**src/shared/aif_pkg.sv**
```systemverilog
// constants, field positions and state codes of the audio interrupt flag block
//
// How it works
// RQ1 - sticky flags clear on read, re-set on event
// RQ2 - adc sticky bit 6: signal below noise threshold
// RQ3 - adc sticky bits 4,3: record engine ports
// RQ4 - bit 2: dc measurement available, resets 0
// RQ5 - reserved adc bits 7,5,1,0 stay zero
// RQ6 - dac live bits 7,6: driver short circuits
// RQ7 - dac live bits 5,4: button, headset inserted
// RQ8 - dac live bits 3,2: compressor power above
// RQ9 - dac live bits 1,0: playback engine ports
// RQ10 - adc live bit 6: power below noise threshold
// RQ11 - adc live bits 4,3: record engine ports
// RQ12 - control bit 7 enables headset insertion source
// RQ13 - control bit 6 enables button press source
// RQ14 - control bit 5 enables compressor power source
// RQ15 - control bit 4 enables gain noise source
// RQ16 - control bit 3 enables short circuit source
// RQ17 - control bit 2 enables engine interrupt sources
// RQ18 - control bit 1 enables dc measurement source
// RQ19 - bit 0 low: one 2 ms pulse
// RQ20 - bit 0 high: pulse train until flags read
// RQ21 - dac sticky register holds latched playback events
// RQ22 - new enabled latched event starts pulse sequence
// RQ23 - pulse timing counted on the known clock
`default_nettype none

package aif_pkg;

    // ----------------------------------------------------------------
    // register offsets
    // ----------------------------------------------------------------
    localparam logic [7:0] ADDR_DAC_STICKY = 8'h2C;
    localparam logic [7:0] ADDR_ADC_STICKY = 8'h2D;
    localparam logic [7:0] ADDR_DAC_LIVE   = 8'h2E;
    localparam logic [7:0] ADDR_ADC_LIVE   = 8'h2F;
    localparam logic [7:0] ADDR_IRQ_CTRL   = 8'h30;
    localparam logic [7:0] ADDR_TOUCH_FLAG = 8'h32;

    // ----------------------------------------------------------------
    // reset values and masks
    // ----------------------------------------------------------------
    localparam logic [7:0] CTRL_RESET      = 8'h00;
    localparam logic [7:0] FLAGS_RESET     = 8'h00;
    localparam logic [7:0] ADC_RSVD_MASK   = 8'hA3;

    // ----------------------------------------------------------------
    // control register fields
    // ----------------------------------------------------------------
    localparam int EN_HEADSET = 7;
    localparam int EN_BUTTON  = 6;
    localparam int EN_DRC     = 5;
    localparam int EN_AGC     = 4;
    localparam int EN_SHORT   = 3;
    localparam int EN_ENGINE  = 2;
    localparam int EN_DCMEAS  = 1;
    localparam int TRAIN_MODE = 0;

    // ----------------------------------------------------------------
    // adc and dac flag fields and source vector layout
    // ----------------------------------------------------------------
    localparam int ADC_AGC_BIT  = 6;
    localparam int ADC_STD_BIT  = 4;
    localparam int ADC_AUX_BIT  = 3;
    localparam int ADC_DC_BIT   = 2;
    localparam int DAC_HS_BIT   = 4;
    localparam int SRC_W        = 12;
    localparam int SRC_DAC_LSB  = 4;
    localparam int SRC_HEADSET  = 8;
    localparam int SRC_AGC      = 3;
    localparam int SRC_ADC_STD  = 2;
    localparam int SRC_ADC_AUX  = 1;
    localparam int SRC_DC       = 0;

    // ----------------------------------------------------------------
    // pulse timing
    // ----------------------------------------------------------------
    localparam int unsigned CLK_KHZ            = 40000;
    localparam int unsigned PULSE_WIDTH_MS     = 2;
    localparam int unsigned PULSE_PERIOD_MS    = 4;
    localparam int unsigned PULSE_WIDTH_CYCLES = PULSE_WIDTH_MS * CLK_KHZ;
    localparam int unsigned PULSE_PERIOD_CYCLES = PULSE_PERIOD_MS * CLK_KHZ;
    localparam int          CNT_W              = 18;

    typedef enum logic [2:0] {
        AIF_IDLE = 3'b001,
        AIF_HIGH = 3'b010,
        AIF_LOW  = 3'b100
    } aif_state_e;

endpackage : aif_pkg

`default_nettype wire

```
**src/rtl/aif_pulse_gen.sv**
```systemverilog
// single pulse or pulse train generator for the first interrupt pin
`default_nettype none

module aif_pulse_gen
    import aif_pkg::*;
#(
    parameter int unsigned WIDTH_CYCLES  = PULSE_WIDTH_CYCLES,
    parameter int unsigned PERIOD_CYCLES = PULSE_PERIOD_CYCLES
)(
    // clock and reset
    input  wire logic clock,
    input  wire logic rstn,
    // control
    input  wire logic start,
    input  wire logic train,
    input  wire logic stop,
    // pin
    output logic      pin
);

    localparam logic [CNT_W-1:0] HIGH_LAST = CNT_W'(WIDTH_CYCLES - 1);
    localparam logic [CNT_W-1:0] LOW_LAST  = CNT_W'(PERIOD_CYCLES - WIDTH_CYCLES - 1);

    aif_state_e       state;
    aif_state_e       next_state;
    logic [CNT_W-1:0] cnt;
    logic [CNT_W-1:0] next_cnt;

    // ----------------------------------------------------------------
    // sequencing
    // ----------------------------------------------------------------
    always_comb
    begin
        next_state = state;
        next_cnt   = cnt + 1'b1;
        case (state)
            AIF_IDLE:
            begin
                next_cnt = '0;
            end
            AIF_HIGH:
            begin
                if (cnt == HIGH_LAST)                               // [RQ23]
                begin
                    next_cnt   = '0;
                    next_state = (train && !stop) ? AIF_LOW : AIF_IDLE;  // [RQ19] [RQ20]
                end
            end
            AIF_LOW:
            begin
                if (cnt == LOW_LAST)                                // [RQ23]
                begin
                    next_cnt   = '0;
                    next_state = (train && !stop) ? AIF_HIGH : AIF_IDLE; // [RQ20]
                end
            end
            default:
            begin
                next_state = AIF_IDLE;
                next_cnt   = '0;
            end
        endcase
        // a fresh event restarts the sequence even mid-pulse
        if (start)                                                  // [RQ22]
        begin
            next_state = AIF_HIGH;
            next_cnt   = '0;
        end
    end

    always_ff @(posedge clock)
    begin
        if (!rstn)
        begin
            state <= AIF_IDLE;
            cnt   <= '0;
            pin   <= 1'b0;
        end
        else
        begin
            state <= next_state;
            cnt   <= next_cnt;
            pin   <= (next_state == AIF_HIGH);
        end
    end

    // ----------------------------------------------------------------
    // checks
    // ----------------------------------------------------------------
    chk_start_high: assert property (@(posedge clock) disable iff (!rstn) // [RQ22]
        start |=> pin && (cnt == '0))
        else $error("start did not raise the pin");
    chk_width_bound: assert property (@(posedge clock) disable iff (!rstn) // [RQ23]
        pin |-> (state == AIF_HIGH) && (cnt <= HIGH_LAST))
        else $error("pin high beyond pulse width");
    chk_single_end: assert property (@(posedge clock) disable iff (!rstn) // [RQ19]
        (state == AIF_HIGH && cnt == HIGH_LAST && !train && !start) |=> !pin && state == AIF_IDLE)
        else $error("single pulse did not end");
    chk_train_low: assert property (@(posedge clock) disable iff (!rstn) // [RQ20]
        (state == AIF_HIGH && cnt == HIGH_LAST && train && !stop && !start)
        |=> state == AIF_LOW)
        else $error("train did not enter low phase");

endmodule : aif_pulse_gen

`default_nettype wire

```
**src/rtl/aif_top.sv**
```systemverilog
// audio interrupt flag registers and first interrupt pin generation
`default_nettype none

module aif_top
    import aif_pkg::*;
#(
    parameter int unsigned WIDTH_CYCLES  = PULSE_WIDTH_CYCLES,
    parameter int unsigned PERIOD_CYCLES = PULSE_PERIOD_CYCLES
)(
    // clock and reset
    input  wire logic       clock,
    input  wire logic       rstn,
    // register port from the control interface
    input  wire logic [7:0] reg_addr,
    input  wire logic       reg_wr,
    input  wire logic       reg_rd,
    input  wire logic [7:0] reg_wdata,
    output logic      [7:0] reg_rdata,
    // playback side event sources
    input  wire logic       short_left,
    input  wire logic       short_right,
    input  wire logic       button_pressed,
    input  wire logic       headset_inserted,
    input  wire logic       drc_left_above,
    input  wire logic       drc_right_above,
    input  wire logic       dac_engine_std,
    input  wire logic       dac_engine_aux,
    // record side event sources
    input  wire logic       agc_noise_below,
    input  wire logic       adc_engine_std,
    input  wire logic       adc_engine_aux,
    input  wire logic       dc_meas_avail,
    // interrupt pin
    output logic            first_interrupt_pin
);

    // ----------------------------------------------------------------
    // helpers
    // ----------------------------------------------------------------
    function automatic logic [7:0] adc_layout(input logic automatic_gain_control, input logic std,
                                              input logic aux, input logic dc);
        logic [7:0] v;
        v              = FLAGS_RESET;
        v[ADC_AGC_BIT] = automatic_gain_control;
        v[ADC_STD_BIT] = std;
        v[ADC_AUX_BIT] = aux;
        v[ADC_DC_BIT]  = dc;
        return v;
    endfunction : adc_layout

    function automatic logic reg_hit(input logic strobe, input logic [7:0] addr,
                                     input logic [7:0] target);
        return strobe && (addr == target);
    endfunction : reg_hit

    // ----------------------------------------------------------------
    // source synchronisers
    // ----------------------------------------------------------------
    logic [SRC_W-1:0] src_raw;
    logic [SRC_W-1:0] src_meta;
    logic [SRC_W-1:0] src_sync;
    logic [SRC_W-1:0] src_prev;

    assign src_raw = {short_left, short_right, button_pressed, headset_inserted,
                      drc_left_above, drc_right_above, dac_engine_std, dac_engine_aux,
                      agc_noise_below, adc_engine_std, adc_engine_aux, dc_meas_avail};

    // detectors sit in the analog and engine domains, so every source is resynced
    always_ff @(posedge clock)
    begin
        if (!rstn)
        begin
            src_meta <= '0;
            src_sync <= '0;
            src_prev <= '0;
        end
        else
        begin
            src_meta <= src_raw;
            src_sync <= src_meta;
            src_prev <= src_sync;
        end
    end

    // ----------------------------------------------------------------
    // live views
    // ----------------------------------------------------------------
    logic [7:0] dac_live;
    logic [7:0] adc_live;
    logic       dc_rise;

    assign dac_live = src_sync[SRC_W-1:SRC_DAC_LSB];   // [RQ6] [RQ7] [RQ8] [RQ9]
    assign adc_live = adc_layout(src_sync[SRC_AGC],     // [RQ10] [RQ11] [RQ4]
                                 src_sync[SRC_ADC_STD],
                                 src_sync[SRC_ADC_AUX],
                                 src_sync[SRC_DC]);
    assign dc_rise  = src_sync[SRC_DC] && !src_prev[SRC_DC];

    // ----------------------------------------------------------------
    // register strobes
    // ----------------------------------------------------------------
    logic rd_dac_sticky;
    logic rd_adc_sticky;
    logic rd_touch;
    logic wr_ctrl;

    assign rd_dac_sticky = reg_hit(reg_rd, reg_addr, ADDR_DAC_STICKY);
    assign rd_adc_sticky = reg_hit(reg_rd, reg_addr, ADDR_ADC_STICKY);
    assign rd_touch      = reg_hit(reg_rd, reg_addr, ADDR_TOUCH_FLAG);
    assign wr_ctrl       = reg_hit(reg_wr, reg_addr, ADDR_IRQ_CTRL);

    // ----------------------------------------------------------------
    // sticky flags
    // ----------------------------------------------------------------
    logic [7:0] dac_sticky;
    logic [7:0] adc_sticky;
    logic [7:0] dac_set;
    logic [7:0] adc_set;
    logic [7:0] next_dac_sticky;
    logic [7:0] next_adc_sticky;

    always_comb
    begin
        dac_set             = src_sync[SRC_W-1:SRC_DAC_LSB];          // [RQ21]
        // headset sticky marks any insertion or removal, not the level
        dac_set[DAC_HS_BIT] = src_sync[SRC_HEADSET] ^ src_prev[SRC_HEADSET];
        // dc availability is a live bit, so it is kept out of the sticky copy
        adc_set             = adc_layout(src_sync[SRC_AGC],          // [RQ2] [RQ3]
                                         src_sync[SRC_ADC_STD],
                                         src_sync[SRC_ADC_AUX],
                                         1'b0);
        // set wins over the clear of a read in the same cycle
        next_dac_sticky     = (rd_dac_sticky ? FLAGS_RESET : dac_sticky) | dac_set; // [RQ1]
        next_adc_sticky     = (rd_adc_sticky ? FLAGS_RESET : adc_sticky) | adc_set; // [RQ1]
    end

    always_ff @(posedge clock)
    begin
        if (!rstn)
        begin
            dac_sticky <= FLAGS_RESET;
            adc_sticky <= FLAGS_RESET;                                // [RQ5]
        end
        else
        begin
            dac_sticky <= next_dac_sticky;
            adc_sticky <= next_adc_sticky;
        end
    end

    // ----------------------------------------------------------------
    // source enables
    // ----------------------------------------------------------------
    logic [7:0] ctrl;

    always_ff @(posedge clock)
    begin
        if (!rstn)
        begin
            ctrl <= CTRL_RESET;
        end
        else if (wr_ctrl)
        begin
            ctrl <= reg_wdata;                                        // [RQ12]
        end
    end

    logic [7:0] dac_mask;
    logic [7:0] adc_mask;
    logic       start_evt;

    always_comb
    begin
        dac_mask = {ctrl[EN_SHORT], ctrl[EN_SHORT],                   // [RQ16]
                    ctrl[EN_BUTTON],                                  // [RQ13]
                    ctrl[EN_HEADSET],                                 // [RQ12]
                    ctrl[EN_DRC], ctrl[EN_DRC],                       // [RQ14]
                    ctrl[EN_ENGINE], ctrl[EN_ENGINE]};                // [RQ17]
        adc_mask = adc_layout(ctrl[EN_AGC],                           // [RQ15]
                              ctrl[EN_ENGINE], ctrl[EN_ENGINE],       // [RQ17]
                              1'b0);
        // only a flag that turns on starts a sequence, not one already held
        start_evt = |(dac_set & ~dac_sticky & dac_mask)               // [RQ22]
                  | |(adc_set & ~adc_sticky & adc_mask)
                  | (dc_rise && ctrl[EN_DCMEAS]);                     // [RQ18]
    end

    // ----------------------------------------------------------------
    // read tracking for the pulse train
    // ----------------------------------------------------------------
    logic [2:0] read_seen;

    always_ff @(posedge clock)
    begin
        if (!rstn)
        begin
            read_seen <= 3'h0;
        end
        else if (start_evt)
        begin
            read_seen <= 3'h0;
        end
        else
        begin
            read_seen <= read_seen | {rd_touch, rd_adc_sticky, rd_dac_sticky}; // [RQ20]
        end
    end

    // ----------------------------------------------------------------
    // read data
    // ----------------------------------------------------------------
    always_ff @(posedge clock)
    begin
        if (!rstn)
        begin
            reg_rdata <= FLAGS_RESET;
        end
        else if (reg_rd)
        begin
            case (reg_addr)
                ADDR_DAC_STICKY: reg_rdata <= dac_sticky;
                ADDR_ADC_STICKY: reg_rdata <= adc_sticky | adc_layout(1'b0, 1'b0, 1'b0,
                                                                      src_sync[SRC_DC]); // [RQ4]
                ADDR_DAC_LIVE:   reg_rdata <= dac_live;
                ADDR_ADC_LIVE:   reg_rdata <= adc_live;
                ADDR_IRQ_CTRL:   reg_rdata <= ctrl;
                // touch flags live elsewhere; this block only notes the read
                default:         reg_rdata <= FLAGS_RESET;
            endcase
        end
    end

    // ----------------------------------------------------------------
    // pin generation
    // ----------------------------------------------------------------
    aif_pulse_gen #(
        .WIDTH_CYCLES  (WIDTH_CYCLES),
        .PERIOD_CYCLES (PERIOD_CYCLES)
    ) u_pulse (
        .clock (clock),
        .rstn  (rstn),
        .start (start_evt),
        .train (ctrl[TRAIN_MODE]),                                    // [RQ19] [RQ20]
        .stop  (&read_seen),
        .pin   (first_interrupt_pin)
    );

    // ----------------------------------------------------------------
    // checks
    // ----------------------------------------------------------------
    chk_sticky_clear: assert property (@(posedge clock) disable iff (!rstn) // [RQ1]
        (rd_dac_sticky && dac_set == 8'h00) |=> dac_sticky == 8'h00)
        else $error("sticky flags not cleared by read");
    chk_sticky_latch: assert property (@(posedge clock) disable iff (!rstn) // [RQ21]
        (src_sync[SRC_W-1] && !$past(src_sync[SRC_W-1])) |=> dac_sticky[7] [*2])
        else $error("short circuit not latched");
    chk_agc_sticky: assert property (@(posedge clock) disable iff (!rstn) // [RQ2]
        src_sync[SRC_AGC] |=> adc_sticky[ADC_AGC_BIT])
        else $error("noise flag not latched");
    chk_adc_eng_sticky: assert property (@(posedge clock) disable iff (!rstn) // [RQ3]
        (src_sync[SRC_ADC_STD] && !rd_adc_sticky)
        ##1 (!src_sync[SRC_ADC_STD] && !rd_adc_sticky)
        ##1 !src_sync[SRC_ADC_STD] |-> adc_sticky[ADC_STD_BIT])
        else $error("record engine flag lost before read");
    chk_dc_bit: assert property (@(posedge clock) disable iff (!rstn) // [RQ4]
        reg_hit(reg_rd, reg_addr, ADDR_ADC_LIVE)
        |=> reg_rdata[ADC_DC_BIT] == $past(src_sync[SRC_DC]))
        else $error("dc availability misreported");
    chk_reserved_zero: assert property (@(posedge clock) disable iff (!rstn) // [RQ5]
        (reg_rd && (reg_addr == ADDR_ADC_STICKY || reg_addr == ADDR_ADC_LIVE))
        |=> (reg_rdata & ADC_RSVD_MASK) == 8'h00)
        else $error("reserved adc bits nonzero");
    chk_short_live: assert property (@(posedge clock) disable iff (!rstn) // [RQ6]
        reg_hit(reg_rd, reg_addr, ADDR_DAC_LIVE) |=> reg_rdata[7:6] == $past(src_sync[11:10]))
        else $error("short circuit live bits wrong");
    chk_headset_live: assert property (@(posedge clock) disable iff (!rstn) // [RQ7]
        reg_hit(reg_rd, reg_addr, ADDR_DAC_LIVE) |=> reg_rdata[5:4] == $past(src_sync[9:8]))
        else $error("headset live bits wrong");
    chk_drc_live: assert property (@(posedge clock) disable iff (!rstn) // [RQ8]
        reg_hit(reg_rd, reg_addr, ADDR_DAC_LIVE) |=> reg_rdata[3:2] == $past(src_sync[7:6]))
        else $error("compressor live bits wrong");
    chk_dac_eng_live: assert property (@(posedge clock) disable iff (!rstn) // [RQ9]
        reg_hit(reg_rd, reg_addr, ADDR_DAC_LIVE) |=> reg_rdata[1:0] == $past(src_sync[5:4]))
        else $error("playback engine live bits wrong");
    chk_agc_live: assert property (@(posedge clock) disable iff (!rstn) // [RQ10]
        reg_hit(reg_rd, reg_addr, ADDR_ADC_LIVE)
        |=> reg_rdata[ADC_AGC_BIT] == $past(src_sync[SRC_AGC]))
        else $error("noise live bit wrong");
    chk_adc_eng_live: assert property (@(posedge clock) disable iff (!rstn) // [RQ11]
        reg_hit(reg_rd, reg_addr, ADDR_ADC_LIVE) |=> reg_rdata[4:3] == $past(src_sync[2:1]))
        else $error("record engine live bits wrong");
    chk_ctrl_write: assert property (@(posedge clock) disable iff (!rstn) // [RQ12]
        wr_ctrl |=> ctrl == $past(reg_wdata))
        else $error("control write not stored");
    chk_start_gate: assert property (@(posedge clock) disable iff (!rstn) // [RQ22]
        (ctrl[7:1] == 7'h00) |-> !start_evt)
        else $error("pulse started with all sources disabled");
    chk_train_stop: assert property (@(posedge clock) disable iff (!rstn) // [RQ20]
        (!start_evt && rd_dac_sticky && read_seen[2:1] == 2'b11) |=> &read_seen)
        else $error("flag reads not recorded");

endmodule : aif_top

`default_nettype wire

```
**config.mk**
```make
export PLATFORM = sky130hd
export DESIGN_NAME = aif_top
export DESIGN_NICKNAME = d
export VERILOG_FILES = /design/src/shared/aif_pkg.sv /design/src/rtl/aif_pulse_gen.sv /design/src/rtl/aif_top.sv
export SDC_FILE = /design/constraint.sdc
export NUM_CORES = 1
export LEC_CHECK = 0
export BUFFER_PORTS_ARGS = -buffer_cell sky130_fd_sc_hd__buf_2
export CORE_MARGIN = 2
export CORE_UTILIZATION = 57
export CTS_CLUSTER_DIAMETER = 200
export DETAILED_ROUTE_END_ITERATION = 6
export PLACE_DENSITY = 0.79
export REMOVE_ABC_BUFFERS = 1
export SYNTH_ARGS = -nofsm -noshare
export SYNTH_HDL_FRONTEND = slang
export SYNTH_SLANG_ARGS = --single-unit
```
**constraint.sdc**
```tcl
create_clock -name clock -period 2.5 [get_ports clock]
set_input_delay 0.125 -clock clock [delete_from_list [all_inputs] [get_ports clock]]
set_output_delay 0.125 -clock clock [all_outputs]
set_load 0.01 [all_outputs]
```
After elaboration in Yosys (flattened, before gate mapping)
Index checks and enable logic that the tools add are counted.
{ "totals": {"mem_count": 0, "rom_bits": 0, "regBits": 90, "latchBits": 0, "mem_bits_rw": 0, "out_inout_bits": 9} }
{ "classes": {"eq_ne": 11, "n_div": 0, "reduce_logical": 15, "n_addsub": 1, "muxes": 9, "n_lt_le_gt_ge": 0, "shift": 0, "multipliers": 0, "bitwise": 15} }
{ "op_table": {"columns": ["operator", "count"], "rows": [
  ["8-bit by 6-bit equality test with 1-bit output, second input constant", 6],
  ["8-bit case mux with 5 select lines", 1],
  ["18-bit by 1-bit adder with 18-bit output, second input constant", 1],
  ["18-bit by 17-bit equality test with 1-bit output, second input constant", 1],
  ["8-bit AND", 2],
  ["8-bit two-way mux", 2],
  ["8-bit NOT", 2],
  ["8-bit OR reduction", 2],
  ["3-bit two-way mux", 4],
  ["3-bit case mux with 3 select lines", 1],
  ["7-bit by 8-bit AND with 8-bit output", 1],
  ["8-bit by 7-bit AND with 8-bit output", 1],
  ["8-bit by 3-bit OR with 8-bit output", 1],
  ["8-bit by 7-bit OR with 8-bit output", 1],
  ["8-bit OR", 1],
  ["1-bit logical AND", 7],
  ["3-bit by 2-bit equality test with 1-bit output, second input constant", 2],
  ["2-bit OR reduction", 2],
  ["4-bit OR reduction", 1],
  ["3-bit by 1-bit equality test with 1-bit output, second input constant", 1],
  ["3-bit equality test, second input constant", 1],
  ["3-bit OR", 1],
  ["3-bit AND reduction", 1],
  ["1-bit zero test", 2],
  ["other kinds (4)", 6]
]} }

Longest topological paths before layout
{ "depth": {"word_depth": 8, "ltp_mapped": 7, "ltp_nobuf": 6} }

Modules after synthesis
From an unflattened synthesis, not the netlist that was laid out.
{ "unflattened": {"cells_unflattened": 327, "area_unflattened_um2": 3189.3} }
{ "modules_own_cells": {"columns": ["mod", "area_per_inst_um2", "n_inst", "cells_per_inst"], "rows": [
  ["aif_top", 2178.3, 1, 215],
  ["aif_pulse_gen", 1011.0, 1, 112]
]} }

Worst setup path before layout
No wires, ideal clock.
{ "synth_timing": {"path_type": "reg2reg", "startpoint": "register u_pulse.cnt[0]", "endpoint": "register u_pulse.state[2]", "setup_time_ns": 0.100, "stages_incl_launch_ff": 7, "synth_period_minus_slack_ns": 1.931, "setup_slack_ns": 0.569, "arrival_ns": 1.832, "cell_sequence": "dfxtp_1 > ha_1 > nand3_4 > nor2_8 > nand4_2 > or4b_4 > a2111oi_4"} }
{ "synth_via": {"elab_chain_cells": 4, "elab_cells_between_ends": 5} }
{ "synth_lines": {"columns": ["element", "line_no", "text"], "rows": [
  ["start, declared", "aif_pulse_gen.sv:26", "logic [CNT_W-1:0] cnt;"],
  ["start signal, assigned", "aif_pulse_gen.sv:82", "cnt <= next_cnt;"],
  ["18-bit by 17-bit equality test with 1-bit output *", "aif_pulse_gen.sv:43, aif_pulse_gen.sv:51", null],
  ["3-bit two-way mux (on tied branches)", "aif_pulse_gen.sv:51, aif_pulse_gen.sv:43", null],
  ["3-bit case mux with 3 select lines *", "aif_pulse_gen.sv:36", "case (state)"],
  ["3-bit two-way mux *", "aif_pulse_gen.sv:64", "if (start)"],
  ["end signal, assigned", "aif_pulse_gen.sv:81", "state <= next_state;"],
  ["end, declared", "aif_pulse_gen.sv:24", "aif_state_e state;"]
]} }
Every way passes the cells marked *; elsewhere a longest branch is shown, timed or not.
A chain may end at the register's enable or synchronous reset.

Worst setup path after layout
Same ends and word-level chain as after synthesis.

==> out/metrics.yaml <==
drtIter0Drc: 190
tns_ns: 0
cts_resized: 0
worstPathMaxFanout: 8
post_cts_buffers: 0
yosysTopAreaCell: "dfxtp_1"
grtUsageTotal_pct: 21.3
synth-edff-count: 0
cts_hold_buf: 12
finClkSkew_ns: 0.0142
crit_end: "u_pulse.state[2]"
ys_warn_count: 0
tightest_slew_ns: 0.641
period_minus_slack_ns: 2.04
r2r_cells: 6
hpwl_microns: 4130
worstSetupStartpointType: "flip-flop"
final-seq-area_sq_um: 1560
wl_microns: 5970
slew_violations: 0
ys_ff_latch: 78
yosysSeqAreaShare_pct: 49.9
num_antenna_cells: 0
drc: 0
drt-pass1-iter-count: 4
clkSlewWorstSetupHoldPaths_ns: 0.08
synthFlopType: "dfxtp_1"
max_stage_delay_ns: 0.56
outcome: "finished, final reports clean"
power.density_nw_per_um2: 636
async_flop_share_pct: 0
yosys-top-cells-area: "dfxtp_1, and2_1, a21oi_1"
final_hold_viol_count: 0
numCtsBuffers: 9
multi_input_area_sq_um: 1460
design_area_sq_um: 3690
synth.avg_cell_area_sq_um: 9.70
final_cells: 451
place_area_sq_um: 3380
arrival_ns: 2.31
slowest_stage: "or4b_4"
avgViaCountPerCell: 5.33
finalPower_w: 0.00235
io_buffer_count: 40
peakVddDrop_v: 0.000513
cts_root_buffer: "clkbuf_8"
required_ns: 2.76
post_drt_wl_per_cell_microns: 13.2
final_core_util_pct: 71.0
start_util_pct: 60.2
synth_cell_types: 46
leakage_nw: 1.43
vias: 2402
timing.fmax_mhz: 490
dieArea_sq_um: 6100
critPathKind: "reg -> reg"
slew_headroom_pct: 57.2
tritoncts: "built"
fillers: 415
period_share_pct: 81.6
reg2reg_from: "u_pulse.cnt[0]"
io_pins: 41
netlist.area_leader.share_pct: 49.9
dpl.cell_count: 424
rsz0062_at_grt: "no"
startpoint: "u_pulse.cnt[0]"
ys_top_cells_by_count: "dfxtp_1, nor2_1, nand2_1"
grt_max_degree: 21
cts_buffer_depth: 2
drive_gt1_share_pct: 21.3
synthCells: 323
clk_latency_ns: 0.36
grt_pass1_wl_microns: 9960
synth_most_common_cell: "dfxtp_1"
regToRegSetupSlack_ns: 0.46
min_path_type: "in -> reg"
layout.nets: 410
endpoint_kind: "flip-flop"
grt_pass1_vias: 2205
fp-row-count: 26
detail-route-antenna-nets: 0
antenna_found_initial: 0
path_cells: "ha_1, nand3_4, nor2_8, nand4_2, or4b_4, a2111oi_4"
synth.cell_area_sq_um: 3130
h-tree-depth: 3
drv_cap: 0
reg2reg_to: "u_pulse.state[2]"
core_area_sq_um: 5200
clock_sinks: 78
overflow: 0
finalSetupViolCount: 0
gp_congestion: 0.840
die_h_microns: 78.1
dieWidth_microns: 78.1
syn_to_final_growth_pct: 17.9
==> worst min path at each step <==
stage	startpoint	end	cells after the start	slack [ns]
global placement	headset_inserted	src_meta[8]	2	0.33
finish	reg_wdata[7]	ctrl[7]	3	0.02
floorplan	rstn	u_pulse.state[0]	1	0.21
CTS	reg_wdata[7]	ctrl[7]	3	0.01
global route	reg_wdata[7]	ctrl[7]	3	0.01
detailed placement	adc_engine_std	src_meta[2]	2	0.33
==> critical path: cells and delay by family, from the launching register on <==
family | cells | cell delay [ns]
simple gates | 4 | 1.01
flops | 1 | 0.37
compound gates | 1 | 0.33
fa+ha+maj | 1 | 0.24
==> cells by family (layout without fill, tap and decap cells) <==
logic type / count (synthesis) / in the layout / share of synthesized area (%)
AO/OA/AOI/OAI: 54 / 54 / 10.8
XOR/XNOR: 18 / 18 / 5.03
multiplexers: 8 / 8 / 3.92
AND/OR/NAND/NOR: 142 / 142 / 26.6
adder cells (fa/ha/maj): 1 / 1 / 0.399
buffers and inverters: 22 / 80 / 3.40
flip-flops: 78 / 78 / 49.9
==> routing by layer <==
layer / global-route usage [%] / vias up / part of all wire [%]
met4: 7.89 / 0 / 1.3
met1: 26.8 / 1103 / 47
met5: 0 / - / 0
li1: - / 1225 / -
met3: 9.20 / 9 / 6.8
met2: 32.7 / 65 / 45
==> sequential cells by signal, summed over array words and instances, names as in the netlist <==
name           count
dac_sticky         8
src_prev           2
ctrl               8
u_pulse.cnt       18
read_seen          3
u_pulse.pin        1
reg_rdata          8
src_meta          12
adc_sticky         3
src_sync          12
u_pulse.state      3
==> final cells by class <==
type	count	share of cell area, %
clock buffer	10	3.73
clock inverter	5	1.59
inverter	9	0.915
multi-input combinational	223	39.6
sequential	78	42.3
tap	70	2.37
timing repair buffer	56	9.49
==> power by group <==
part | total [W] | switching (W) | internal (W)
sequential | 0.00129 | 0.0000166 | 0.00127
clock | 0.000930 | 0.000446 | 0.000484
combinational | 0.000130 | 0.0000621 | 0.0000683
total | 0.00235 | 0.000525 | 0.00183
==> per-stage QoR <==
stage          hold slack, ns  setup WS (ns)
2_1_floorplan           0.214          0.568
3_3_place_gp            0.329          0.514
3_5_place_dp            0.333          0.464
4_1_cts                0.0117          0.446
5_1_grt                0.0118          0.336
6_report               0.0172          0.459
==> layout by cell type, fill, tap and decap left out, types with 2 or more instances in the layout <==
cell type      netlist  routed
a211o_1              2       2
a21oi_1             26      26
a22oi_1              8       8
and2_1              26      26
and3_1               3       3
buf_2                1      40
buf_4                0       4
clkbuf_8             0      10
clkinvlp_4           0       2
dfxtp_1             78      78
dlygate4sd3_1        0      12
inv_1                9       9
mux2_2               4       4
mux4_2               3       3
nand2_1             29      29
nand2b_1             3       3
nand3_1             14      14
nand3_4              2       2
nand3b_1             3       3
nand4_1              7       7
nor2_1              33      33
nor2b_1              2       2
nor3_1               6       6
nor4_4               2       2
o21ai_0             10      10
o22ai_1              2       2
or4b_4               2       2
xnor2_1              6       6
xor2_1              12      12
No activity file was read; power rests on OpenSTA's default activity.
